===== config.mk =====
export PLATFORM = sky130hd
export DESIGN_NAME = sld_top
export DESIGN_NICKNAME = d
export VERILOG_FILES = /design/src/hw/sld_pkg.sv /design/src/hw/sld_stretch.sv /design/src/hw/sld_top.sv
export VERILOG_INCLUDE_DIRS = /design/src /design/src/hw
export SDC_FILE = /design/constraint.sdc
export NUM_CORES = 1
export LEC_CHECK = 0
export BUFFER_PORTS_ARGS = -buffer_cell sky130_fd_sc_hd__buf_4
export CORE_MARGIN = 1.5
export CORE_UTILIZATION = 30
export CTS_CLUSTER_DIAMETER = 120
export DETAILED_ROUTE_END_ITERATION = 7
export PLACE_DENSITY = 0.58
export SYNTH_ARGS = -nofsm -noshare
export SYNTH_HDL_FRONTEND = slang
export SYNTH_HIERARCHICAL = 1
export SYNTH_SLANG_ARGS = --single-unit

===== constraint.sdc =====
create_clock -name i_clk_sys -period 2.6 [get_ports i_clk_sys]
set_input_delay 0.52 -clock i_clk_sys [delete_from_list [all_inputs] [get_ports i_clk_sys]]
set_output_delay 0.52 -clock i_clk_sys [all_outputs]
set_load 0.02 [all_outputs]

===== src/hw/sld_cfg.svh =====
// Constants for the front-panel status indicator driver.
// Summary of operation
// - After reset the power LED is solid red for about two seconds.
// - Then the power LED holds orange for about twelve seconds.
// - Then it alternates red and green quickly for about thirty seconds.
// - Then it flashes slowly for about fifty seconds.
// - After the boot pattern a healthy system shows steady green.
// - Boot phase durations come from parameters, not fixed constants.
// - Any flagged system fault drives the power LED red.
// - With radio link the radio LED is green, blinking off per reception.
// - Without link it is off, blinking green per reception, orange per transmit.
// - Serial LEDs: transmit green, receive red, both orange on RS-232.
// - A digital channel used as input lights orange while the input is on.
// - A digital channel used as output lights while the output is on.
// - Failed update with fail-safe on flashes orange mostly on.
// - Failed update with fail-safe off flashes orange mostly off.
// - Positive-side analog LED shows current-measuring mode.
// - Negative-side analog LED shows voltage-measuring mode.
// - Analog input LEDs light only while a signal is present.
// - Ethernet speed LED is green at 100 Mbps, off at 10 Mbps.
// - Ethernet link LED is orange while a connection exists.
// - Ethernet link LED blinks off briefly on each traffic event.
`ifndef SLD_CFG_SVH
`define SLD_CFG_SVH

`define SLD_CLK_NS          5
`define SLD_TICK_NS         1000000
`define SLD_RED_MS          2000
`define SLD_ORANGE_MS       12000
`define SLD_FAST_MS         30000
`define SLD_SLOW_MS         50000
`define SLD_FAST_PER_MS     250
`define SLD_SLOW_PER_MS     1000
`define SLD_DUTY_PCT        80
`define SLD_STRETCH_MS      50

`define SLD_ADDR_W          12
`define SLD_REG_CTRL        12'h000
`define SLD_REG_STATUS      12'h004
`define SLD_CTRL_DIR_LSB    0
`define SLD_CTRL_FS_LSB     8
`define SLD_CTRL_RST        32'h0000_0000

`endif


===== src/hw/sld_pkg.sv =====
// Types shared by the status indicator driver.
package sld_pkg;

	typedef enum logic [4:0] {
		BOOT_RED    = 5'b00001,
		BOOT_ORANGE = 5'b00010,
		BOOT_FAST   = 5'b00100,
		BOOT_SLOW   = 5'b01000,
		BOOT_RUN    = 5'b10000
	} sld_boot_t;

	typedef enum logic [1:0] {
		COL_OFF = 2'h0,
		COL_RED = 2'h1,
		COL_GRN = 2'h2,
		COL_ORG = 2'h3
	} sld_colour_t;

	// Bit 1 is the green die, bit 0 the red die; orange lights both.
	function automatic logic [1:0] sld_dies(input sld_colour_t col);
		sld_dies = {col[1], col[0]};
	endfunction

endpackage


===== src/hw/sld_stretch.sv =====
// Stretches single-cycle activity pulses to a visible length.
`timescale 1ns/1ps
`include "sld_cfg.svh"
module sld_stretch import sld_pkg::*; #(
	parameter int unsigned N       = 7,
	parameter int unsigned HOLD_MS = `SLD_STRETCH_MS
)(
	input  wire logic         i_clk_sys,
	input  wire logic         i_rst_n,
	input  wire logic         i_tick,
	input  wire logic [N-1:0] i_pulse,
	output logic      [N-1:0] o_active
);

	genvar g;
	generate
		for (g = 0; g < N; g++)
		begin : g_ch
			logic [15:0] cnt;

			// A pulse reloads the hold time; ticks count it down.
			always_ff @(posedge i_clk_sys or negedge i_rst_n)
			begin
				if (!i_rst_n)
					cnt <= 16'h0;
				else if (i_pulse[g])
					cnt <= 16'(HOLD_MS);
				else if (i_tick && cnt != 16'h0)
					cnt <= cnt - 16'h1;
			end

			always_ff @(posedge i_clk_sys or negedge i_rst_n)
			begin
				if (!i_rst_n)
					o_active[g] <= 1'b0;
				else
					o_active[g] <= i_pulse[g] || (cnt > 16'h1)
						|| (cnt == 16'h1 && !i_tick);
			end
		end
	endgenerate

endmodule


===== src/hw/sld_top.sv =====
// Front-panel status indicator driver with APB configuration registers.
`timescale 1ns/1ps
`include "sld_cfg.svh"
module sld_top import sld_pkg::*; #(
	parameter int unsigned TICK_CYC    = `SLD_TICK_NS / `SLD_CLK_NS,
	parameter int unsigned RED_MS      = `SLD_RED_MS,
	parameter int unsigned ORANGE_MS   = `SLD_ORANGE_MS,
	parameter int unsigned FAST_MS     = `SLD_FAST_MS,
	parameter int unsigned SLOW_MS     = `SLD_SLOW_MS,
	parameter int unsigned FAST_PER_MS = `SLD_FAST_PER_MS,
	parameter int unsigned SLOW_PER_MS = `SLD_SLOW_PER_MS,
	parameter int unsigned DUTY_PCT    = `SLD_DUTY_PCT,
	parameter int unsigned STRETCH_MS  = `SLD_STRETCH_MS
)(
	input  wire logic                  i_clk_sys,
	input  wire logic                  i_rst_n,
	input  wire logic                  i_psel,
	input  wire logic                  i_penable,
	input  wire logic                  i_pwrite,
	input  wire logic [`SLD_ADDR_W-1:0] i_paddr,
	input  wire logic [31:0]           i_pwdata,
	output logic                       o_pready,
	output logic [31:0]                o_prdata,
	output logic                       o_pslverr,
	input  wire logic                  i_sys_fault,
	input  wire logic                  i_sys_healthy,
	input  wire logic                  i_radio_link,
	input  wire logic                  i_radio_rx,
	input  wire logic                  i_radio_tx,
	input  wire logic                  i_s232_tx,
	input  wire logic                  i_s232_rx,
	input  wire logic                  i_s485_tx,
	input  wire logic                  i_s485_rx,
	input  wire logic [7:0]            i_digital_channel_in,
	input  wire logic [7:0]            i_digital_channel_out,
	input  wire logic [7:0]            i_digital_channel_fail,
	input  wire logic [3:0]            i_ai_present,
	input  wire logic [1:0]            i_ai_current_mode,
	input  wire logic                  i_eth_link,
	input  wire logic                  i_eth_100m,
	input  wire logic                  i_eth_act,
	output logic [1:0]                 o_power_status_led,
	output logic [1:0]                 o_radio_link_led,
	output logic [1:0]                 o_s232_led,
	output logic [1:0]                 o_s485_led,
	output logic [7:0]                 o_digital_channel_led_red,
	output logic [7:0]                 o_digital_channel_led_grn,
	output logic [1:0]                 o_analog_input_led_pos,
	output logic [1:0]                 o_analog_input_led_neg,
	output logic [1:0]                 o_analog_input_led_se,
	output logic                       o_eth_speed_led,
	output logic                       o_eth_link_led
);

	localparam int unsigned FAST_HALF = FAST_PER_MS / 2;
	localparam int unsigned SLOW_HALF = SLOW_PER_MS / 2;
	localparam int unsigned LONG_ON   = SLOW_PER_MS * DUTY_PCT / 100;
	localparam int unsigned LONG_OFF  = SLOW_PER_MS * (100 - DUTY_PCT) / 100;

	logic [31:0] div_cnt;
	logic        tick;
	sld_boot_t   boot;
	sld_boot_t   next_boot;
	logic [31:0] phase_ms;
	logic        phase_done;
	logic [31:0] fast_ms;
	logic [31:0] slow_ms;
	logic        fast_on;
	logic        slow_on;
	logic        long_on;
	logic        long_off;
	logic [7:0]  dio_dir;
	logic [7:0]  dio_fs;
	logic [6:0]  act;
	logic        act_radio_rx;
	logic        act_radio_tx;
	logic        act_232_tx;
	logic        act_232_rx;
	logic        act_485_tx;
	logic        act_485_rx;
	logic        act_eth;
	logic        setup;
	sld_colour_t pwr_col;
	sld_colour_t radio_col;
	sld_colour_t s232_col;
	sld_colour_t s485_col;

	// One millisecond tick from the system clock.
	always_ff @(posedge i_clk_sys or negedge i_rst_n)
	begin
		if (!i_rst_n)
			div_cnt <= 32'h0;
		else if (div_cnt == 32'(TICK_CYC - 1))
			div_cnt <= 32'h0;
		else
			div_cnt <= div_cnt + 32'h1;
	end

	always_ff @(posedge i_clk_sys or negedge i_rst_n)
	begin
		if (!i_rst_n)
			tick <= 1'b0;
		else
			tick <= (div_cnt == 32'(TICK_CYC - 1));
	end

	// Boot pattern sequencer; reset always restarts it at the red phase.
	always_comb
	begin
		phase_done = 1'b0;
		unique case (boot)
			BOOT_RED:    phase_done = (phase_ms == 32'(RED_MS - 1));
			BOOT_ORANGE: phase_done = (phase_ms == 32'(ORANGE_MS - 1));
			BOOT_FAST:   phase_done = (phase_ms == 32'(FAST_MS - 1));
			BOOT_SLOW:   phase_done = (phase_ms == 32'(SLOW_MS - 1));
			BOOT_RUN:    phase_done = 1'b0;
			default:     phase_done = 1'b1;
		endcase
	end

	always_comb
	begin
		next_boot = boot;
		if (tick && phase_done)
		begin
			unique case (boot)
				BOOT_RED:    next_boot = BOOT_ORANGE;
				BOOT_ORANGE: next_boot = BOOT_FAST;
				BOOT_FAST:   next_boot = BOOT_SLOW;
				BOOT_SLOW:   next_boot = BOOT_RUN;
				BOOT_RUN:    next_boot = BOOT_RUN;
				default:     next_boot = BOOT_RED;
			endcase
		end
	end

	always_ff @(posedge i_clk_sys or negedge i_rst_n)
	begin
		if (!i_rst_n)
			boot <= BOOT_RED;
		else
			boot <= next_boot;
	end

	always_ff @(posedge i_clk_sys or negedge i_rst_n)
	begin
		if (!i_rst_n)
			phase_ms <= 32'h0;
		else if (tick && phase_done)
			phase_ms <= 32'h0;
		else if (tick && boot != BOOT_RUN)
			phase_ms <= phase_ms + 32'h1;
	end

	// Free-running flash timebases in milliseconds.
	always_ff @(posedge i_clk_sys or negedge i_rst_n)
	begin
		if (!i_rst_n)
			fast_ms <= 32'h0;
		else if (tick && fast_ms == 32'(FAST_PER_MS - 1))
			fast_ms <= 32'h0;
		else if (tick)
			fast_ms <= fast_ms + 32'h1;
	end

	always_ff @(posedge i_clk_sys or negedge i_rst_n)
	begin
		if (!i_rst_n)
			slow_ms <= 32'h0;
		else if (tick && slow_ms == 32'(SLOW_PER_MS - 1))
			slow_ms <= 32'h0;
		else if (tick)
			slow_ms <= slow_ms + 32'h1;
	end

	assign fast_on  = (fast_ms < 32'(FAST_HALF));
	assign slow_on  = (slow_ms < 32'(SLOW_HALF));
	assign long_on  = (slow_ms < 32'(LONG_ON));
	assign long_off = (slow_ms < 32'(LONG_OFF));

	// Activity pulses held long enough to be seen.
	assign act = {i_eth_act, i_s485_rx, i_s485_tx, i_s232_rx, i_s232_tx,
		i_radio_tx, i_radio_rx};

	sld_stretch #(
		.N       (7),
		.HOLD_MS (STRETCH_MS)
	) u_stretch (
		.i_clk_sys (i_clk_sys),
		.i_rst_n   (i_rst_n),
		.i_tick    (tick),
		.i_pulse   (act),
		.o_active  ({act_eth, act_485_rx, act_485_tx, act_232_rx,
			act_232_tx, act_radio_tx, act_radio_rx})
	);

	// APB slave: one wait-free access phase, registered answer.
	assign setup = i_psel && !i_penable && !o_pready;

	always_ff @(posedge i_clk_sys or negedge i_rst_n)
	begin
		if (!i_rst_n)
			o_pready <= 1'b0;
		else
			o_pready <= setup;
	end

	always_ff @(posedge i_clk_sys or negedge i_rst_n)
	begin
		if (!i_rst_n)
			o_pslverr <= 1'b0;
		else if (setup)
			o_pslverr <= (i_paddr != `SLD_REG_CTRL)
				&& (i_paddr != `SLD_REG_STATUS || i_pwrite);
		else
			o_pslverr <= 1'b0;
	end

	always_ff @(posedge i_clk_sys or negedge i_rst_n)
	begin
		if (!i_rst_n)
			o_prdata <= 32'h0;
		else if (setup && !i_pwrite && i_paddr == `SLD_REG_CTRL)
			o_prdata <= {16'h0, dio_fs, dio_dir};
		else if (setup && !i_pwrite && i_paddr == `SLD_REG_STATUS)
			o_prdata <= {27'h0, boot};
		else
			o_prdata <= 32'h0;
	end

	always_ff @(posedge i_clk_sys or negedge i_rst_n)
	begin
		if (!i_rst_n)
		begin
			dio_dir <= 8'(`SLD_CTRL_RST >> `SLD_CTRL_DIR_LSB);
			dio_fs  <= 8'(`SLD_CTRL_RST >> `SLD_CTRL_FS_LSB);
		end
		else if (i_psel && i_penable && o_pready && i_pwrite
			&& i_paddr == `SLD_REG_CTRL)
		begin
			dio_dir <= i_pwdata[`SLD_CTRL_DIR_LSB +: 8];
			dio_fs  <= i_pwdata[`SLD_CTRL_FS_LSB +: 8];
		end
	end

	// Power LED colour: fault first, then boot phase, then health.
	always_comb
	begin
		pwr_col = COL_RED;
		if (i_sys_fault)
			pwr_col = COL_RED;
		else
		begin
			unique case (boot)
				BOOT_RED:    pwr_col = COL_RED;
				BOOT_ORANGE: pwr_col = COL_ORG;
				BOOT_FAST:   pwr_col = fast_on ? COL_RED : COL_GRN;
				BOOT_SLOW:   pwr_col = slow_on ? COL_GRN : COL_OFF;
				BOOT_RUN:    pwr_col = i_sys_healthy ? COL_GRN : COL_RED;
				default:     pwr_col = COL_RED;
			endcase
		end
	end

	// Radio LED: transmit orange wins over the receive indication.
	always_comb
	begin
		if (act_radio_tx)
			radio_col = COL_ORG;
		else if (i_radio_link)
			radio_col = act_radio_rx ? COL_OFF : COL_GRN;
		else
			radio_col = act_radio_rx ? COL_GRN : COL_OFF;
	end

	// Serial LEDs; RS-485 has no orange, so transmit wins there.
	always_comb
	begin
		s232_col = sld_colour_t'({act_232_tx, act_232_rx});
		if (act_485_tx)
			s485_col = COL_GRN;
		else if (act_485_rx)
			s485_col = COL_RED;
		else
			s485_col = COL_OFF;
	end

	always_ff @(posedge i_clk_sys or negedge i_rst_n)
	begin
		if (!i_rst_n)
		begin
			o_power_status_led <= 2'h0;
			o_radio_link_led   <= 2'h0;
			o_s232_led         <= 2'h0;
			o_s485_led         <= 2'h0;
		end
		else
		begin
			o_power_status_led <= sld_dies(pwr_col);
			o_radio_link_led   <= sld_dies(radio_col);
			o_s232_led         <= sld_dies(s232_col);
			o_s485_led         <= sld_dies(s485_col);
		end
	end

	// Digital channel LEDs, both dies together for orange.
	genvar g;
	generate
		for (g = 0; g < 8; g++)
		begin : g_dio
			logic lit;

			always_comb
			begin
				if (!dio_dir[g])
					lit = i_digital_channel_in[g];
				else if (i_digital_channel_fail[g])
					lit = dio_fs[g] ? long_on : long_off;
				else
					lit = i_digital_channel_out[g];
			end

			always_ff @(posedge i_clk_sys or negedge i_rst_n)
			begin
				if (!i_rst_n)
				begin
					o_digital_channel_led_red[g] <= 1'b0;
					o_digital_channel_led_grn[g] <= 1'b0;
				end
				else
				begin
					o_digital_channel_led_red[g] <= lit;
					o_digital_channel_led_grn[g] <= lit;
				end
			end
		end
	endgenerate

	// Analog input LEDs and Ethernet socket LEDs.
	always_ff @(posedge i_clk_sys or negedge i_rst_n)
	begin
		if (!i_rst_n)
		begin
			o_analog_input_led_pos <= 2'h0;
			o_analog_input_led_neg <= 2'h0;
			o_analog_input_led_se  <= 2'h0;
		end
		else
		begin
			o_analog_input_led_pos <= i_ai_present[1:0]
				& i_ai_current_mode;
			o_analog_input_led_neg <= i_ai_present[1:0]
				& ~i_ai_current_mode;
			o_analog_input_led_se  <= i_ai_present[3:2];
		end
	end

	always_ff @(posedge i_clk_sys or negedge i_rst_n)
	begin
		if (!i_rst_n)
		begin
			o_eth_speed_led <= 1'b0;
			o_eth_link_led  <= 1'b0;
		end
		else
		begin
			o_eth_speed_led <= i_eth_link && i_eth_100m;
			o_eth_link_led  <= i_eth_link && !act_eth;
		end
	end

endmodule


# ---- After elaboration in Yosys (flattened, before gate mapping)
# Index checks and enable logic that the tools add are counted.
# Widths: inputs -> output; s select.
dict set report word_totals {
  rom_bits 0
  ram_bits 0
  elab_cells 220
  reg_bits 327
  in_bits 91
  memories 0
  latch_bits 0
}
dict set report classes {
  n_div 0
  mux 61
  n_lt_le_gt_ge 11
  mul 0
  add_sub_neg 11
  n_eq_ne 22
  bitwise 3
  shifts 0
  reduce_logical 70
}
# cell n
set op_table {}
lappend op_table {{$mux 16} 15}
lappend op_table {{$mux 32} 7}
lappend op_table {{$add 32x1->32 const B} 4}
lappend op_table {{$eq 16x1->1 const B} 7}
lappend op_table {{$gt 16x1->1 const B} 7}
lappend op_table {{$reduce_bool 16->1} 7}
lappend op_table {{$sub 16x1->16 const B} 7}
lappend op_table {{$eq 32x10->1 const B} 1}
lappend op_table {{$eq 32x11->1 const B} 1}
lappend op_table {{$eq 32x14->1 const B} 1}
lappend op_table {{$eq 32x15->1 const B} 1}
lappend op_table {{$eq 32x16->1 const B} 1}
lappend op_table {{$eq 32x18->1 const B} 1}
lappend op_table {{$eq 32x8->1 const B} 1}
lappend op_table {{$lt 32x10->1 const B} 1}
lappend op_table {{$lt 32x7->1 const B} 1}
lappend op_table {{$lt 32x8->1 const B} 1}
lappend op_table {{$lt 32x9->1 const B} 1}
lappend op_table {{$logic_and 1x1->1} 30}
lappend op_table {{$mux 1} 26}
lappend op_table {{$pmux 5 s4} 1}
lappend op_table {{$reduce_bool 2->1} 10}
lappend op_table {{$mux 2} 9}
lappend op_table {{$logic_or 1x1->1} 15}
lappend op_table {{17 further kinds} 22}

# ---- Depth between registers and ports, before layout
dict set report depth {
  depth_word 7
  mapped_depth 9
}

# ---- By module
# The synthesis kept the hierarchy.
# mod instances seq_area_each_um2 cells_each area_per_inst_um2
set by_module_without_submodules {}
lappend by_module_without_submodules {sld_top 1 4805.9 885 9056.2}
lappend by_module_without_submodules {sld_stretch 1 2977.9 733 6995.5}

# ---- Worst setup path before layout
# Ideal clock, no wire load.
dict set report synth_timing {
  path_type {register to register}
  startpoint {register boot[4]}
  endpoint {register phase_ms[14]}
  arrival_time_ps 2271
  stages_incl_launch_ff 10
  synth_period_minus_slack_ps 2390
  setup_time_ps 119
  path_slack_ps 210
  required_ps 2481
  path_buffers 3
  path_cell_list {dfrtp_1 > clkbuf_1 > nor3_1 > nand4_1 > o2bb2ai_1 > or4_1 > buf_2 > a21oi_4 > buf_4 > nor2_1}
}
dict set report synth_via {
  elab_chain_len 4
  word_cells_on_any_way 11
}
# element line_no
set synth_lines {}
lappend synth_lines {{start: declaration} sld_top.sv:62} ;# sld_boot_t boot;
lappend synth_lines {{start signal: assignment} sld_top.sv:142} ;# boot <= next_boot;
lappend synth_lines {{$eq 5x5->1, or another cell as far along} sld_top.sv:111} ;# unique case (boot)
lappend synth_lines {{$pmux 1 s5} sld_top.sv:111}
lappend synth_lines {{$logic_and 1x1->1} sld_top.sv:149} ;# else if (tick && phase_done)
lappend synth_lines {{$mux 32 or $reduce_bool 2->1 (tied branches)} n/a}
lappend synth_lines {{end signal: assignment} sld_top.sv:152} ;# phase_ms <= phase_ms + 32'h1;
lappend synth_lines {{end: declaration} sld_top.sv:64} ;# logic [31:0] phase_ms;
# Parallel ways exist; a longest one is shown, timed or not.
# A chain may end at the register's enable or synchronous reset.

# ---- Worst setup path in the final report
dict set report layout_timing {
  startpoint {register tick}
  endpoint {register phase_ms[17]}
}
dict set report layout_via {
  elab_chain_len 2
  word_cells_on_any_way 4
}
# element line_no
set layout_lines {}
lappend layout_lines {{start: declaration} sld_top.sv:61} ;# logic tick;
lappend layout_lines {{start signal: assignment} sld_top.sv:104} ;# tick <= (div_cnt == 32'(TICK_CYC - 1));
lappend layout_lines {{$logic_and 1x1->1, on equally long branches} {sld_top.sv:149, sld_top.sv:151}}
lappend layout_lines {{$mux 32 or $reduce_bool 2->1 (tied branches)} n/a}
# Parallel ways exist; a longest one is shown, timed or not.

==> flow_metrics.tcl <==
set metrics [dict create \
    critical_path_class "reg2reg" \
    clk_pin_slew_worst_paths_ps 60 \
    drt_iter0_markers 819 \
    clock-skew-final_ps 24.91 \
    finalCritPeriodShare_pct 97.37 \
    clockBufferDepth 3 \
    synth_async_sr_flop_share_pct 100.0 \
    power.total_mw 10.61 \
    run_status "finished clean" \
    syn_avg_cell_area_um2 9.921 \
    netlist_top_cells_area "sky130_fd_sc_hd__dfrtp_1 48%, sky130_fd_sc_hd__xnor2_1 3.7%, sky130_fd_sc_hd__nor2_1 3.5%" \
    antenna_found_initial 0 \
    slew_viol_final 0 \
    vias 12520 \
    nNetsFinal 1893 \
    cts.sinks 311 \
    post-cts-setup-buffers 0 \
    number_of_detailed_routing_iterations_run_before_antenna_repair 7 \
    ys_types 74 \
    max_freq_mhz 395.0 \
    synth_largest_type_area_fraction_pct 48.33 \
    h_tree_levels 2 \
    initial_core_util_pct 30.42 \
    ys_ff_latch 311 \
    cell_accounting_for_the_most_synthesized_area "sky130_fd_sc_hd__dfrtp_1" \
    synth_flop_type "sky130_fd_sc_hd__dfrtp_1" \
    power_density_nw_per_um2 549.3 \
    top_level_ports 157 \
    cts_tree "yes" \
    dieArea_um2 54900 \
    detailedPlacementHpwl_um 24300 \
    timing.setup.tns_ps 0 \
    fin_crit_ps 2532 \
    finish.instance_area_um2 19320 \
    first_pass_grt_wire_length_um 60200 \
    synth.yosys.seq_area_share_pct 48.49 \
    numPortBuffers 124 \
    first_global_vias 12170 \
    antenna_cells 0 \
    grt.overflow.total 0 \
    die_w_um 234.3 \
    maximum_number_of_pins_on_one_net_before_global_route_repair 67 \
    detail_route.wl_per_cell_um 14.11 \
    global_route.usage.total_pct 13.10 \
    commonest_cells_in_the_netlist "310 x sky130_fd_sc_hd__dfrtp_1, 151 x sky130_fd_sc_hd__nor2_1, 108 x sky130_fd_sc_hd__nand2_1" \
    rsz0062_at_grt "true" \
    post-route-drc-count 0 \
    routed_via_density 5.021 \
    die-height_um 234.3 \
    crit_required_ps 3040 \
    finalWirelength_um 35190 \
    worst_setup_path_start_kind "flip-flop" \
    max-cap-violations 0 \
    post-synth-top-count-cell "sky130_fd_sc_hd__dfrtp_1" \
    worst_ep_arrival_time_ps 2970 \
    yosys_warnings 6 \
    layout-area-overhead-vs-synth_pct 20.38 \
    worst_supply_voltage_drop_on_vdd_uv 500.2 \
    root_buffer "sky130_fd_sc_hd__clkbuf_16" \
    detailed_place.area_um2 18010 \
    insertion_delay_ps 560 \
    drive_gt1_share_pct 18.27 \
    routabilityCongestion 0.8205 \
    worst_setup_path_end_kind "flip-flop" \
    syn_area_um2 16050 \
    antenna_violating_nets_post_route 0 \
    placementRows 84 \
    cts_inserted_buffers 39 \
    worst_pin_slew_ps 1094 \
    count_of_flip_flops_with_a_built_in_enable_after_synthesis 0 \
    type_of_the_most_critical_hold_path "in2reg" \
    postSynthCellCount 1618 \
    crit_path_max_fanout 17 \
    design.core.area_um2 52760 \
    leakagePower_nw 8.391 \
    maxSlewHeadroom_pct 26.48 \
    report.final.hold_viol_count 0 \
    setup_violations 0 \
]
## flip-flops by register name, summed over array words and instances, names as in the netlist, 5 cells and up
signal,flops
boot,5
dio_dir,8
div_cnt,32
u_stretch/o_active,7
phase_ms,32
dio_fs,8
slow_ms,32
fast_ms,32
o_digital_channel_led_grn,8
u_stretch/g_ch.cnt,112
o_prdata,16
## cell usage in the layout (no fill, tap or decap), drive strengths merged, types with 7 or more instances in the layout
cell type and n:
nand2 108, nor3 35, dfrtp 310, nand3 61, ha 27, and4 7
nor2 151, inv 46, o21ai 63, or4b 13, o41ai 14, nand4 28
o211ai 10, and3 25, o31ai 31, or3 44, mux2i 18, clkbuf 57
xnor2 67, or4 60, conb 16, and2 21, nand2b 19, or2 13
xor2 50, mux2 39, clkinv 8, nor2b 39, nor4 63, or3b 10
buf 183, a21oi 79
## layer usage
layer / vias to the layer above / GRT usage [%] / routed length [µm]
met2: 189 / 21.68 / 16790
met3: 52 / 2.298 / 1333
met5: - / 0 / 0
li1: 6161 / - / -
met4: 0 / 3.981 / 704
met1: 6120 / 17.41 / 16360
## critical path, stage by stage, from the launching register on
cell	delay, ps
sky130_fd_sc_hd__dfrtp_2	540
sky130_fd_sc_hd__buf_4	280
sky130_fd_sc_hd__o2111ai_1	240
sky130_fd_sc_hd__nor3_1	900
sky130_fd_sc_hd__nand4_1	220
sky130_fd_sc_hd__xor2_1	180
sky130_fd_sc_hd__nor2_1	50
## cell type report
class	count	area, µm²
clock buffers	57	1115
well taps	688	860.8
flip-flops and latches	311	7785
clock inverters	15	177.7
multi-input cells	1196	7770
repair buffers	184	1454
inverters	43	161.4
fillers	5251	33440
## timing repair
item                       CTS  global route
resized for setup            0             4
setup endpoints to repair    0            22
hold endpoints to repair    55             0
hold buffers                 1             0
## metrics by stage
stage	setup slack, ps	hold WS [ps]	util, %	instances
final	68.40	76.40	36.62	2494
after global routing	-179.1	47.39	36.62	2494
after CTS	9.703	41.85	36.60	2494
after detailed placement	44.45	338.7	34.13	2421
after global placement	75.38	334.6	34.13	2421
after floorplan	210.3	224.4	-	1633
## power breakdown
part,switching (mW),internal (mW),leakage [nW],total [mW]
sequential,0.00686,4.86,4.12,4.86
clock,2.11,3.30,0.635,5.40
combinational,0.220,0.128,3.64,0.348
## kinds of logic (layout without fill, tap and decap cells)
| group | Yosys count | in the layout | synth area share, % |
|---|---|---|---|
| AOI/OAI and AO/OA | 259 | 259 | 10.44 |
| xor gates and xnor gates | 117 | 117 | 6.384 |
| adders and majority gates | 27 | 27 | 2.105 |
| buffers and inverters | 126 | 299 | 3.656 |
| DFF | 311 | 311 | 48.49 |
| muxes | 57 | 57 | 3.858 |
| other | 1 | 16 | 0.02336 |
| and+or+nand+nor | 720 | 720 | 25.04 |
## final timing paths
kind | start | endpoint | slack (ps) | cells past startpoint
max reg2reg | tick$_DFF_PN0_ | phase_ms[17]$_DFFE_PN0P_ | 70 | 6
min reg2reg | u_stretch/o_active[3]$_DFF_PN0_ | o_s232_led[0]$_DFF_PN0_ | 350 | 0
max | tick$_DFF_PN0_ | phase_ms[17]$_DFFE_PN0P_ | 70 | 6
max in group asynchronous | i_rst_n | phase_ms[23]$_DFFE_PN0P_ | 1310 | 3
min | i_ai_present[2] | o_analog_input_led_se[0]$_DFF_PN0_ | 80 | 1
min in group asynchronous | i_rst_n | u_stretch/g_ch[2].cnt[12]$_DFFE_PN0P_ | 510 | 2
Note: power is estimated with default switching activity, not from simulation.
